===== config.mk =====
export PLATFORM = sky130hd
export DESIGN_NAME = pgr_ctrl
export DESIGN_NICKNAME = d
export VERILOG_FILES = /design/src/hw/pgr_pkg.sv /design/src/hw/pgr_sync.sv /design/src/hw/pgr_ctrl.sv
export SDC_FILE = /design/constraint.sdc
export NUM_CORES = 1
export LEC_CHECK = 0
export CORE_MARGIN = 2
export CORE_UTILIZATION = 60
export DETAILED_ROUTE_END_ITERATION = 8
export DONT_BUFFER_PORTS = 1
export PLACE_DENSITY = 0.76
export SKIP_LAST_GASP = 1
export SYNTH_ARGS = -nofsm -noshare
export SYNTH_HDL_FRONTEND = slang
export SYNTH_SLANG_ARGS = --single-unit

===== constraint.sdc =====
create_clock -name clk -period 3.97 [get_ports clk]
set_input_delay 0.1985 -clock clk [delete_from_list [all_inputs] [get_ports clk]]
set_output_delay 0.1985 -clock clk [all_outputs]
set_load 0.01 [all_outputs]

===== src/hw/pgr_pkg.sv =====
// shared constants and types for the power-good mask and i/o rail control block
`default_nettype none

package pgr_pkg;

   // register offsets on the i2c register map
   localparam logic [7:0] OFS_PG_MASK_UPPER = 8'h19;
   localparam logic [7:0] OFS_IO_RAIL_CTRL = 8'h30;

   // reset values
   localparam logic [7:0] RST_PG_MASK_UPPER = 8'h00;
   localparam logic [7:0] RST_IO_RAIL_CTRL = 8'h1a;
   localparam logic [3:0] RST_MASK_BITS = 4'h0;
   localparam logic RST_DECAY_EN = 1'b0;
   localparam logic [1:0] RST_MODE = 2'h2;

   // mask register field positions
   localparam int POS_MASK_SWITCHED_1V8 = 0;
   localparam int POS_MASK_SWITCHED_3V3 = 1;
   localparam int POS_MASK_MEMORY_RAIL = 2;
   localparam int POS_MASK_DUAL_LOW_RAIL = 3;
   localparam logic [3:0] MASK_RSV_VALUE = 4'h0;

   // i/o rail control field positions and fixed reserved contents
   localparam int POS_IO_MODE_LO = 0;
   localparam int POS_IO_MODE_HI = 1;
   localparam int POS_IO_DECAY_EN = 6;
   localparam logic IO_RSV7_VALUE = 1'b0;
   localparam logic [1:0] IO_RSV54_VALUE = 2'h1;
   localparam logic [1:0] IO_RSV32_VALUE = 2'h2;

   // converter mode encodings
   localparam logic [1:0] MODE_DISABLED = 2'h0;
   localparam logic [1:0] MODE_AUTO_A = 2'h1;
   localparam logic [1:0] MODE_AUTO_B = 2'h2;
   localparam logic [1:0] MODE_FORCED_PWM = 2'h3;

   // settling time the controller owes after leaving forced pwm, before decay
   localparam int CLK_PERIOD_NS = 50;
   localparam int PWM_EXIT_WAIT_NS = 2000;
   localparam int PWM_EXIT_WAIT_CYC = (PWM_EXIT_WAIT_NS + CLK_PERIOD_NS - 1) / CLK_PERIOD_NS;

   // i2c framing
   localparam logic [3:0] I2C_BITS = 4'h8;
   localparam int PIN_W = 9;

   // synchronised pin bundle
   typedef struct packed {
      logic scl;
      logic sda;
      logic sleep_n;
      logic [3:0] rail_good;
      logic io_good;
      logic tree_other;
   } pgr_pins_t;

   localparam pgr_pins_t PINS_IDLE = '{scl: 1'b1, sda: 1'b1, sleep_n: 1'b1,
                                       rail_good: 4'h0, io_good: 1'b0, tree_other: 1'b0};

   typedef enum logic [3:0] {
      PH_IDLE, PH_ADDR, PH_ADDR_ACK, PH_PTR, PH_PTR_ACK,
      PH_WDATA, PH_WDATA_ACK, PH_RDATA, PH_RDATA_ACK
   } pgr_phase_t;

   typedef struct packed {
      pgr_phase_t ph;
      logic [3:0] cnt;
      logic [7:0] sh;
      logic [7:0] ptr;
      logic rw;
      logic mack_n;
      logic scl_prev;
      logic sda_prev;
      logic sda_oe;
      logic sda_o;
      logic [3:0] mask;
      logic decay_en;
      logic [1:0] mode;
      logic pg_out;
      logic io_good_out;
      logic conv_en;
      logic pwm_forced;
      logic decay_out;
   } pgr_state_t;

endpackage : pgr_pkg

`default_nettype wire


===== src/hw/pgr_sync.sv =====
// two-flop synchroniser for the pin inputs
`default_nettype none

module pgr_sync
   import pgr_pkg::*;
#(
   parameter int W = PIN_W,
   parameter logic [W-1:0] RST_VAL = '0
) (
   input wire logic clk, // system clock
   input wire logic sys_rst, // synchronous reset, active high
   input wire logic [W-1:0] d, // asynchronous inputs
   output logic [W-1:0] q // synchronised copy
);

   typedef struct packed {
      logic [W-1:0] meta;
      logic [W-1:0] stab;
   } pgr_sync_t;

   pgr_sync_t st_q;
   pgr_sync_t st_d;

   // first stage feeds only the second stage
   always_comb begin
      st_d.meta = d;
      st_d.stab = st_q.meta;
      if (sys_rst) begin
         st_d.meta = RST_VAL;
         st_d.stab = RST_VAL;
      end
   end

   always_ff @(posedge clk) begin
      st_q <= st_d;
   end

   assign q = st_q.stab;

endmodule // pgr_sync

`default_nettype wire


===== src/hw/pgr_ctrl.sv =====
// power-good tree mask and i/o rail control registers behind an i2c slave
//
// Summary of operation
// - upper mask at 0x19, resets to zero
// - mask 0 keeps input, 1 forces one
// - bit 3 masks dual low rail good
// - bit 2 masks memory rail good
// - bit 1 masks switched 3.3 V good
// - bit 0 masks switched 1.8 V good
// - i/o rail control at 0x30, reset 0x1a
// - bit 6 enables decay on sleep, resets 0
// - decay disabled holds rail regardless of sleep
// - decay on sleep low, keep good asserted
// - mode field 0 off, 1/2 auto, 3 pwm
`default_nettype none

module pgr_ctrl
   import pgr_pkg::*;
#(
   parameter logic [6:0] DEV_ADDR = 7'h2a // bus address, plain default
) (
   input wire logic clk, // system clock, 20 MHz
   input wire logic sys_rst, // main-domain synchronous reset
   input wire logic rtc_rst, // always-on domain synchronous reset
   input wire logic scl_i, // i2c clock pin level
   input wire logic sda_i, // i2c data pin level
   output logic sda_o, // i2c data drive value, always low
   output logic sda_oe, // i2c data pull-low enable
   input wire logic sleep_request_n, // sleep request, active low
   input wire logic [3:0] rail_good, // raw good inputs of the four masked rails
   input wire logic io_rail_good, // raw good of the i/o rail
   input wire logic tree_other_good, // rest of the good tree, already masked
   output logic power_good_indication, // combined good tree output
   output logic io_rail_good_ind, // i/o rail good as seen by the tree
   output logic io_rail_conv_en, // i/o rail converter enabled
   output logic forced_pwm_mode, // i/o rail in forced pwm
   output logic io_rail_decay, // i/o rail decaying to 0 V
   output logic [1:0] io_rail_mode_select // i/o rail mode field as stored
);

   pgr_pins_t pin_raw;
   pgr_pins_t pin_s;
   pgr_state_t st_q;
   pgr_state_t st_d;

   logic scl_rise;
   logic scl_fall;
   logic start_cond;
   logic stop_cond;
   logic decay_now;
   logic io_good_eff;
   logic [3:0] tree_masked;

   // register read image; unmapped offsets read zero
   // reserved bits fixed
   function automatic logic [7:0] rd_data(input logic [7:0] ptr, input logic [3:0] mask,
                                          input logic dec, input logic [1:0] mode);
      logic [7:0] r;
      r = 8'h00;
      if (ptr == OFS_PG_MASK_UPPER) begin
         r = {MASK_RSV_VALUE, mask};
      end else if (ptr == OFS_IO_RAIL_CTRL) begin
         r = {IO_RSV7_VALUE, dec, IO_RSV54_VALUE, IO_RSV32_VALUE, mode};
      end
      return r;
   endfunction

   assign pin_raw = '{scl: scl_i, sda: sda_i, sleep_n: sleep_request_n,
                      rail_good: rail_good, io_good: io_rail_good, tree_other: tree_other_good};

   pgr_sync #(
      .W(PIN_W),
      .RST_VAL(PINS_IDLE)
   ) u_sync (
      .clk(clk),
      .sys_rst(sys_rst),
      .d(pin_raw),
      .q(pin_s)
   );

   assign scl_rise = pin_s.scl & ~st_q.scl_prev;
   assign scl_fall = ~pin_s.scl & st_q.scl_prev;
   assign start_cond = pin_s.scl & st_q.sda_prev & ~pin_s.sda;
   assign stop_cond = pin_s.scl & ~st_q.sda_prev & pin_s.sda;

   // decay only when enabled and sleep low
   assign decay_now = st_q.decay_en & ~pin_s.sleep_n;
   assign io_good_eff = pin_s.io_good | decay_now;

   always_comb begin
      tree_masked = '0;
      tree_masked[POS_MASK_DUAL_LOW_RAIL] = pin_s.rail_good[POS_MASK_DUAL_LOW_RAIL] |
                                            st_q.mask[POS_MASK_DUAL_LOW_RAIL];
      tree_masked[POS_MASK_MEMORY_RAIL] = pin_s.rail_good[POS_MASK_MEMORY_RAIL] |
                                          st_q.mask[POS_MASK_MEMORY_RAIL];
      tree_masked[POS_MASK_SWITCHED_3V3] = pin_s.rail_good[POS_MASK_SWITCHED_3V3] |
                                           st_q.mask[POS_MASK_SWITCHED_3V3];
      tree_masked[POS_MASK_SWITCHED_1V8] = pin_s.rail_good[POS_MASK_SWITCHED_1V8] |
                                           st_q.mask[POS_MASK_SWITCHED_1V8];
   end

   always_comb begin
      st_d = st_q;
      st_d.scl_prev = pin_s.scl;
      st_d.sda_prev = pin_s.sda;
      st_d.sda_o = 1'b0;

      case (st_q.ph)
         PH_IDLE: begin
            st_d.sda_oe = 1'b0;
         end
         PH_ADDR, PH_PTR, PH_WDATA: begin
            if (scl_rise) begin
               st_d.sh = {st_q.sh[6:0], pin_s.sda};
               st_d.cnt = st_q.cnt + 4'h1;
            end
            if (scl_fall && st_q.cnt == I2C_BITS) begin
               st_d.cnt = '0;
               if (st_q.ph == PH_ADDR) begin
                  // a foreign address leaves the bus untouched until the next start
                  if (st_q.sh[7:1] == DEV_ADDR) begin
                     st_d.rw = st_q.sh[0];
                     st_d.sda_oe = 1'b1;
                     st_d.ph = PH_ADDR_ACK;
                  end else begin
                     st_d.ph = PH_IDLE;
                  end
               end else if (st_q.ph == PH_PTR) begin
                  st_d.ptr = st_q.sh;
                  st_d.sda_oe = 1'b1;
                  st_d.ph = PH_PTR_ACK;
               end else begin
                  if (st_q.ptr == OFS_PG_MASK_UPPER) begin
                     st_d.mask = st_q.sh[3:0];
                  end
                  if (st_q.ptr == OFS_IO_RAIL_CTRL) begin
                     st_d.decay_en = st_q.sh[POS_IO_DECAY_EN];
                     st_d.mode = st_q.sh[POS_IO_MODE_HI:POS_IO_MODE_LO];
                  end
                  st_d.ptr = st_q.ptr + 8'h01;
                  st_d.sda_oe = 1'b1;
                  st_d.ph = PH_WDATA_ACK;
               end
            end
         end
         PH_ADDR_ACK: begin
            if (scl_fall) begin
               if (st_q.rw) begin
                  st_d.sh = rd_data(st_q.ptr, st_q.mask, st_q.decay_en, st_q.mode);
                  st_d.sda_oe = ~st_d.sh[7];
                  st_d.cnt = '0;
                  st_d.ph = PH_RDATA;
               end else begin
                  st_d.sda_oe = 1'b0;
                  st_d.ph = PH_PTR;
               end
            end
         end
         PH_PTR_ACK, PH_WDATA_ACK: begin
            if (scl_fall) begin
               st_d.sda_oe = 1'b0;
               st_d.ph = PH_WDATA;
            end
         end
         PH_RDATA: begin
            if (scl_fall) begin
               if (st_q.cnt == I2C_BITS - 4'h1) begin
                  st_d.sda_oe = 1'b0;
                  st_d.cnt = '0;
                  st_d.ptr = st_q.ptr + 8'h01;
                  st_d.ph = PH_RDATA_ACK;
               end else begin
                  st_d.sh = {st_q.sh[6:0], 1'b0};
                  st_d.sda_oe = ~st_q.sh[6];
                  st_d.cnt = st_q.cnt + 4'h1;
               end
            end
         end
         PH_RDATA_ACK: begin
            if (scl_rise) begin
               st_d.mack_n = pin_s.sda;
            end
            if (scl_fall) begin
               // a not-acknowledge ends the read and frees the line
               if (st_q.mack_n) begin
                  st_d.ph = PH_IDLE;
               end else begin
                  st_d.sh = rd_data(st_q.ptr, st_q.mask, st_q.decay_en, st_q.mode);
                  st_d.sda_oe = ~st_d.sh[7];
                  st_d.ph = PH_RDATA;
               end
            end
         end
         default: begin
            st_d.ph = PH_IDLE;
            st_d.sda_oe = 1'b0;
         end
      endcase

      // a start or stop seen anywhere resynchronises the slave
      if (start_cond) begin
         st_d.ph = PH_ADDR;
         st_d.cnt = '0;
         st_d.sda_oe = 1'b0;
      end else if (stop_cond) begin
         st_d.ph = PH_IDLE;
         st_d.sda_oe = 1'b0;
      end

      st_d.pg_out = (&tree_masked) & io_good_eff & pin_s.tree_other;
      st_d.io_good_out = io_good_eff;
      st_d.conv_en = (st_q.mode != MODE_DISABLED);
      st_d.pwm_forced = (st_q.mode == MODE_FORCED_PWM);
      st_d.decay_out = decay_now;

      if (sys_rst) begin
         st_d.ph = PH_IDLE;
         st_d.cnt = '0;
         st_d.sh = '0;
         st_d.ptr = '0;
         st_d.rw = 1'b0;
         st_d.mack_n = 1'b1;
         st_d.scl_prev = 1'b1;
         st_d.sda_prev = 1'b1;
         st_d.sda_oe = 1'b0;
         st_d.sda_o = 1'b0;
         st_d.decay_en = RST_DECAY_EN;
         st_d.mode = RST_MODE;
         st_d.pg_out = 1'b0;
         st_d.io_good_out = 1'b0;
         st_d.conv_en = 1'b0;
         st_d.pwm_forced = 1'b0;
         st_d.decay_out = 1'b0;
      end
      // mask lives in the always-on domain, so only its own reset clears it
      if (rtc_rst) begin
         st_d.mask = RST_MASK_BITS;
      end
   end

   always_ff @(posedge clk) begin
      st_q <= st_d;
   end

   assign sda_o = st_q.sda_o;
   assign sda_oe = st_q.sda_oe;
   assign power_good_indication = st_q.pg_out;
   assign io_rail_good_ind = st_q.io_good_out;
   assign io_rail_conv_en = st_q.conv_en;
   assign forced_pwm_mode = st_q.pwm_forced;
   assign io_rail_decay = st_q.decay_out;
   assign io_rail_mode_select = st_q.mode;

endmodule // pgr_ctrl

`default_nettype wire


### After elaboration in Yosys (flattened, before gate mapping)

Cells that the tools add are included.

| word-level totals | value |
|---|---|
| bits of input ports | 12 |
| memories | 0 |
| bits in latches | 0 |
| bits in writable memories | 0 |
| bits in read-only memories | 0 |
| register bits after elaboration | 60 |
| word-level logic and storage cells | 151 |
| output and inout port bits | 9 |

| cells by class | value |
|---|---|
| shift-type cells | 0 |
| $mul | 0 |
| add/subtract/negate cells | 2 |
| reduce and logical (&&, ||, !) cells | 21 |
| bitwise logic cells | 25 |
| order comparisons | 0 |
| mux-type cells | 48 |
| equality and inequality tests | 34 |
| divide/modulo/power cells | 0 |

Operators by type and width:

| operator | count |
|---|---|
| $mux 8 | 13 |
| $pmux 8 s4 | 1 |
| $mux 12 | 2 |
| $mux 24 | 1 |
| $ne 4x4->1 const B | 6 |
| $pmux 4 s6 | 1 |
| $ne 2x2->1 const B | 11 |
| $reduce_and 7->1 | 3 |
| $eq 4x3->1 const B | 5 |
| $mux 4 | 5 |
| $reduce_and 5->1 | 4 |
| $mux 16 | 1 |
| $pmux 8 s2 | 1 |
| $mux 1 | 14 |
| $mux 7 | 2 |
| $pmux 4 s3 | 1 |
| $not 1->1 | 11 |
| $and 1x1->1 | 9 |
| $mux 9 | 1 |
| $ne 3x3->1 const B | 3 |
| $add 8x1->8 const B | 1 |
| $eq 4x2->1 const B | 2 |
| $eq 4x4->1 const B | 2 |
| $eq 8x5->1 const B | 1 |
| other kinds (19) | 29 |

### Longest topological paths before layout

| logic depth | value |
|---|---|
| word-level depth | 11 |
| gate-level depth with buffers | 8 |
| depth with buffers taken out | 7 |

### Cells and area by module

From an unflattened synthesis, not the netlist that was laid out.

| unflattened totals | value |
|---|---|
| cell total of the unflattened synthesis | 351 |
| area total of the unflattened synthesis | 3029.2 sq um |

By module, submodules not included:

| module | area an instance (sq um) | times used | sequential area each (sq um) | cells an instance |
|---|---|---|---|---|
| pgr_ctrl | 2467.4 | 1 | 820.8 | 305 |
| pgr_sync | 561.8 | 1 | 360.3 | 46 |

### Worst setup path before layout

No wires, ideal clock.

| path | value |
|---|---|
| path kind | reg2reg |
| start | register st_q[34] in the netlist's numbering |
| end | register st_q[25] in the netlist's numbering |
| path buffers | 1 |
| setup time | 0.079 ns |
| slack | 2.166 ns |
| data required time | 3.891 ns |
| clock period less this slack | 1.804 ns |
| data arrival time | 1.725 ns |
| cell stages (with the launch flop) | 9 |
| cell sequence | dfxtp_1 -> inv_1 -> ha_1 -> nand3b_1 -> or4_4 -> a21oi_4 -> buf_4 -> a21oi_1 -> a211oi_2 |

| between the ends | value |
|---|---|
| word-level cells in the longest chain between the ends | 4 |
| elaborated cells between the ends (all ways) | 6 |
| those cells by class | eq/ne: 4; reduce/logical: 2 |

RTL lines:

| element | RTL line | source |
|---|---|---|
| from (decl) | pgr_ctrl.sv:43 | `pgr_state_t st_q;` |
| from (signal assigned) | pgr_ctrl.sv:242 | `st_q <= st_d;` |
| $eq 4x4->1 | pgr_ctrl.sv:117 | `if (scl_fall && st_q.cnt == I2C_BITS) begin` |
| $logic_and 1x1->1 | pgr_ctrl.sv:117 |  |
| $ne 2x2->1 (no line) | - |  |
| $reduce_and 5->1 (no line) * | - |  |

Every way passes the cells marked *; elsewhere a longest branch is shown, timed or not.
A chain may end at the register's enable or synchronous reset.

### Worst setup path in the final report

| path | value |
|---|---|
| start | register st_q[39] in the netlist's numbering |
| end | register st_q[28] in the netlist's numbering |

| between the ends | value |
|---|---|
| word-level cells in the longest chain between the ends | 4 |
| elaborated cells between the ends (all ways) | 17 |
| those cells by class | eq/ne: 13; mux: 1; reduce/logical: 3 |

RTL lines:

| element | RTL line | source |
|---|---|---|
| $eq 4x1->1 (tied with other cells) | pgr_ctrl.sv:108 | `case (st_q.ph)` |
| $reduce_or 3->1 | pgr_ctrl.sv:108 |  |
| $reduce_bool 4->1 (no line) or $ne 2x2->1 (tied branches) | - |  |
| $reduce_and 8->1 (no line) | - |  |

Parallel ways exist; a longest one is shown, timed or not.

==> results.md <==
- Buffers on Ports: 0
- Worst path slowest cell: a2111oi_4
- Final TNS setup: 0 ns
- Post-synthesis average cell area: between 8 and 9 um2
- Root Driver: clkbuf_8
- First-pass GRT wire length: approximately 11000 um
- Worst hold start: rail_good[3]
- Fmax: roughly 390 MHz
- Skew final: 0.0134 ns
- Dpl cell area: roughly 2900 um2
- Yosys reg bits: 59
- Vias in the first global route: approximately 2200
- Most frequent cells in the layout: dfxtp_1 (59), nor2_1 (29), a21oi_1 (21), nand2_1 (21), o21ai_0 (21)
- Post-synth EDFFs: 0
- Largest net degree at the start of global routing: 41
- Max_slew headroom: 41.5%
- Final setup violation count: 0
- CTS Buf Count: 9
- CP Capture Type: flop
- Final wirelength: roughly 6400 um
- Core Region: 4750 um2
- Crit path DAT: around 2.8 ns
- Num rows: 25
- Post_cts resized: 0
- Hold Crit Class: primary input to flop
- Critical path origin: st_q[39]$_SDFFE_PP0P_
- I/O pin cnt: 21
- CP Cell Sequence: nand2b_1, a21o_1, a2111oi_4, o211ai_1, o211a_1
- Max cap viols: 0
- Antenna viol nets, final: 0
- Syn Inst Count: between 300 and 400
- Final std cells w/o fill: ~410
- Status: finished, final reports clean
- Layout area overhead: 7.52%
- WHS Path Cells: 1
- Vias: ~2500
- Die span in y: 74.5 um
- Worst-path fanout max: 20
- Initial core utilization: between 60 and 70%
- Sw Share: between 20 and 30%
- CTS clk-pin slew, worst paths: 0.08 ns
- Main synth FF type: dfxtp_1
- Die width: between 70 and 80 um
- Via/cell ratio: between 6 and 7
- First drt pass iteration count: 5
- # hold bufs at CTS: 8
- Gpl congestion: approximately 0.90
- Int Power: just over 0.9 mW
- Post-Syn Nets: about 350
- Clk network pwr share: a little over a third
- Register area share after synthesis: between 30% and 40%
- RR Startpoint: st_q[39]$_SDFFE_PP0P_
- Design area: about 3200 um2
- GR Util All Layers: between 20% and 30%
- Area of the mapped netlist: ~3000 um2
- CTS sink cnt: 59
- Part of the power in registers: 50.9%
- ANT cells: 0
- Leakage: 1.18 nW
- Htree depth: 3
- TritonCTS clock tree: done
- Distinct cells, synth: 67
- Final slew viol count: 0
- Worst r2r path cells: 5
- Most common cell after layout, fill and taps aside: dfxtp_1
- Antenna violations before repair: 0
- Drc violations: 0
- Layout cell share with drive strength beyond 1: around 13%
- Crit Path Class: flop to flop
- PD cells: 408 nW/um2
- CP Data Required Time: 4.20 ns
- Final total power: roughly 1.3 mW
- Avg WL per Cell: 15.6 um
- Die area: 5550 um2
- RSZ-0062 raised after global routing: false
- Grt total ovfl: 0
- Postcts setup bufs: 0
- Comb power frac: about an eighth
- Crit path time final: 2.59 ns
- Worst skew pair latency: between 0.3 and 0.4 ns
- Yosys warns: 0
- Critical Path Start Type: flop
- P_sw: approximately 0.38 mW
- Post-detail-place hpwl: between 4000 and 5000 um
- R2R setup slack: 1.38 ns
- Worst slew pin tran: ~0.9 ns
- Layout Nets: approximately 350
- Drt first-iter violations: between 200 and 300
- Placed insts: roughly 380
- Fin crit share: approximately 65%
- Fillers: 403
- Post-synth ARST share: 0%
- Slowest cell delay on critical path: just under 0.8 ns
- Max clock buf depth: 2
- Hold Vio Cnt, Final: 0
- Max rail drop VDD: around 0.31 mV
routing by layer:
metal  track usage, %  routed length (um)
met4             8.73                 129
met1             36.1                3100
met5                0                   0
met2             35.7                2810
met3             7.45                 316
registers in the layout, summed over array words and instances, names as in the netlist:
| register | count |
|---|---|
| io_rail_mode_select | 2 |
| io_rail_conv_en | 1 |
| u_sync.st_q | 9 |
| io_rail_good_ind | 1 |
| io_rail_decay | 1 |
| u_sync.q | 9 |
| sda_oe | 1 |
| forced_pwm_mode | 1 |
| st_q | 33 |
| power_good_indication | 1 |
stage by stage:
stage	hold slack, ns	setup WS, ns	util [%]
global placement	0.267	1.50	61.7
finish	0.0104	1.38	67.4
detailed placement	0.270	1.40	61.7
global route	0.00594	1.19	67.4
CTS	0.000514	1.38	67.2
floorplan	0.271	2.17	-
cells by family after synthesis:
logic type / share of synthesized area [%]
simple gates: 27.7
compound gates: 21.4
flops: 39.6
buf+inv: 5.71
mux: 2.69
fa+ha+maj: 2.10
xor+xnor: 0.588
other cells: 0.126
power groups by stage:
stage | logic [mW] | clock network, mW | registers (mW)
after CTS | 0.172 | 0.479 | 0.663
after detailed placement | 0.158 | 0 | 0.677
after global routing | 0.195 | 0.507 | 0.669
after global placement | 0.153 | 0 | 0.676
after floorplan | 0.160 | 0 | 0.655
final | 0.174 | 0.468 | 0.664
worst max-delay path, delay by kind of cell, from the launching register on:
kind / cells / cell delay [ns]
AOI/OAI and AO/OA: 4 / 1.44
and+or+nand+nor: 1 / 0.27
DFF: 1 / 0.76
cell type report:
type | instances | area (um2) | share of cell area (%)
repair buffers | 9 | 100 | 3.13
clock buffers | 10 | 128 | 3.98
clock inverters | 6 | 41.3 | 1.29
inverters | 11 | 41.3 | 1.29
multi-input cells | 246 | 1630 | 50.8
flip-flops and latches | 59 | 1180 | 36.9
well taps | 67 | 83.8 | 2.62
cells in the mapped netlist, drive strengths merged, types with 5 or more instances:
cell type,n,area (um2)
o21ai,21,105
a21oi,24,139
nand2,21,78.8
nand4b,5,43.8
nand3,19,105
inv,11,41.3
ha,5,62.6
nor2,29,109
nand2b,9,63.8
nor2b,17,106
o31ai,6,45.0
dfxtp,59,1180
nand3b,5,37.5
a211oi,10,90.1
clkbuf,6,22.5
or2,8,50.1
mux2i,8,80.1
buf,14,106
final timing paths:
path,end
worst min register to register,u_sync.q[6]$_SDFF_PP1_
worst min-delay path,u_sync.st_q[14]$_SDFF_PP0_
worst max-delay path,st_q[28]$_SDFFE_PP0P_
worst max register to register,st_q[28]$_SDFFE_PP0P_
Note: power is estimated with default switching activity, not from simulation.
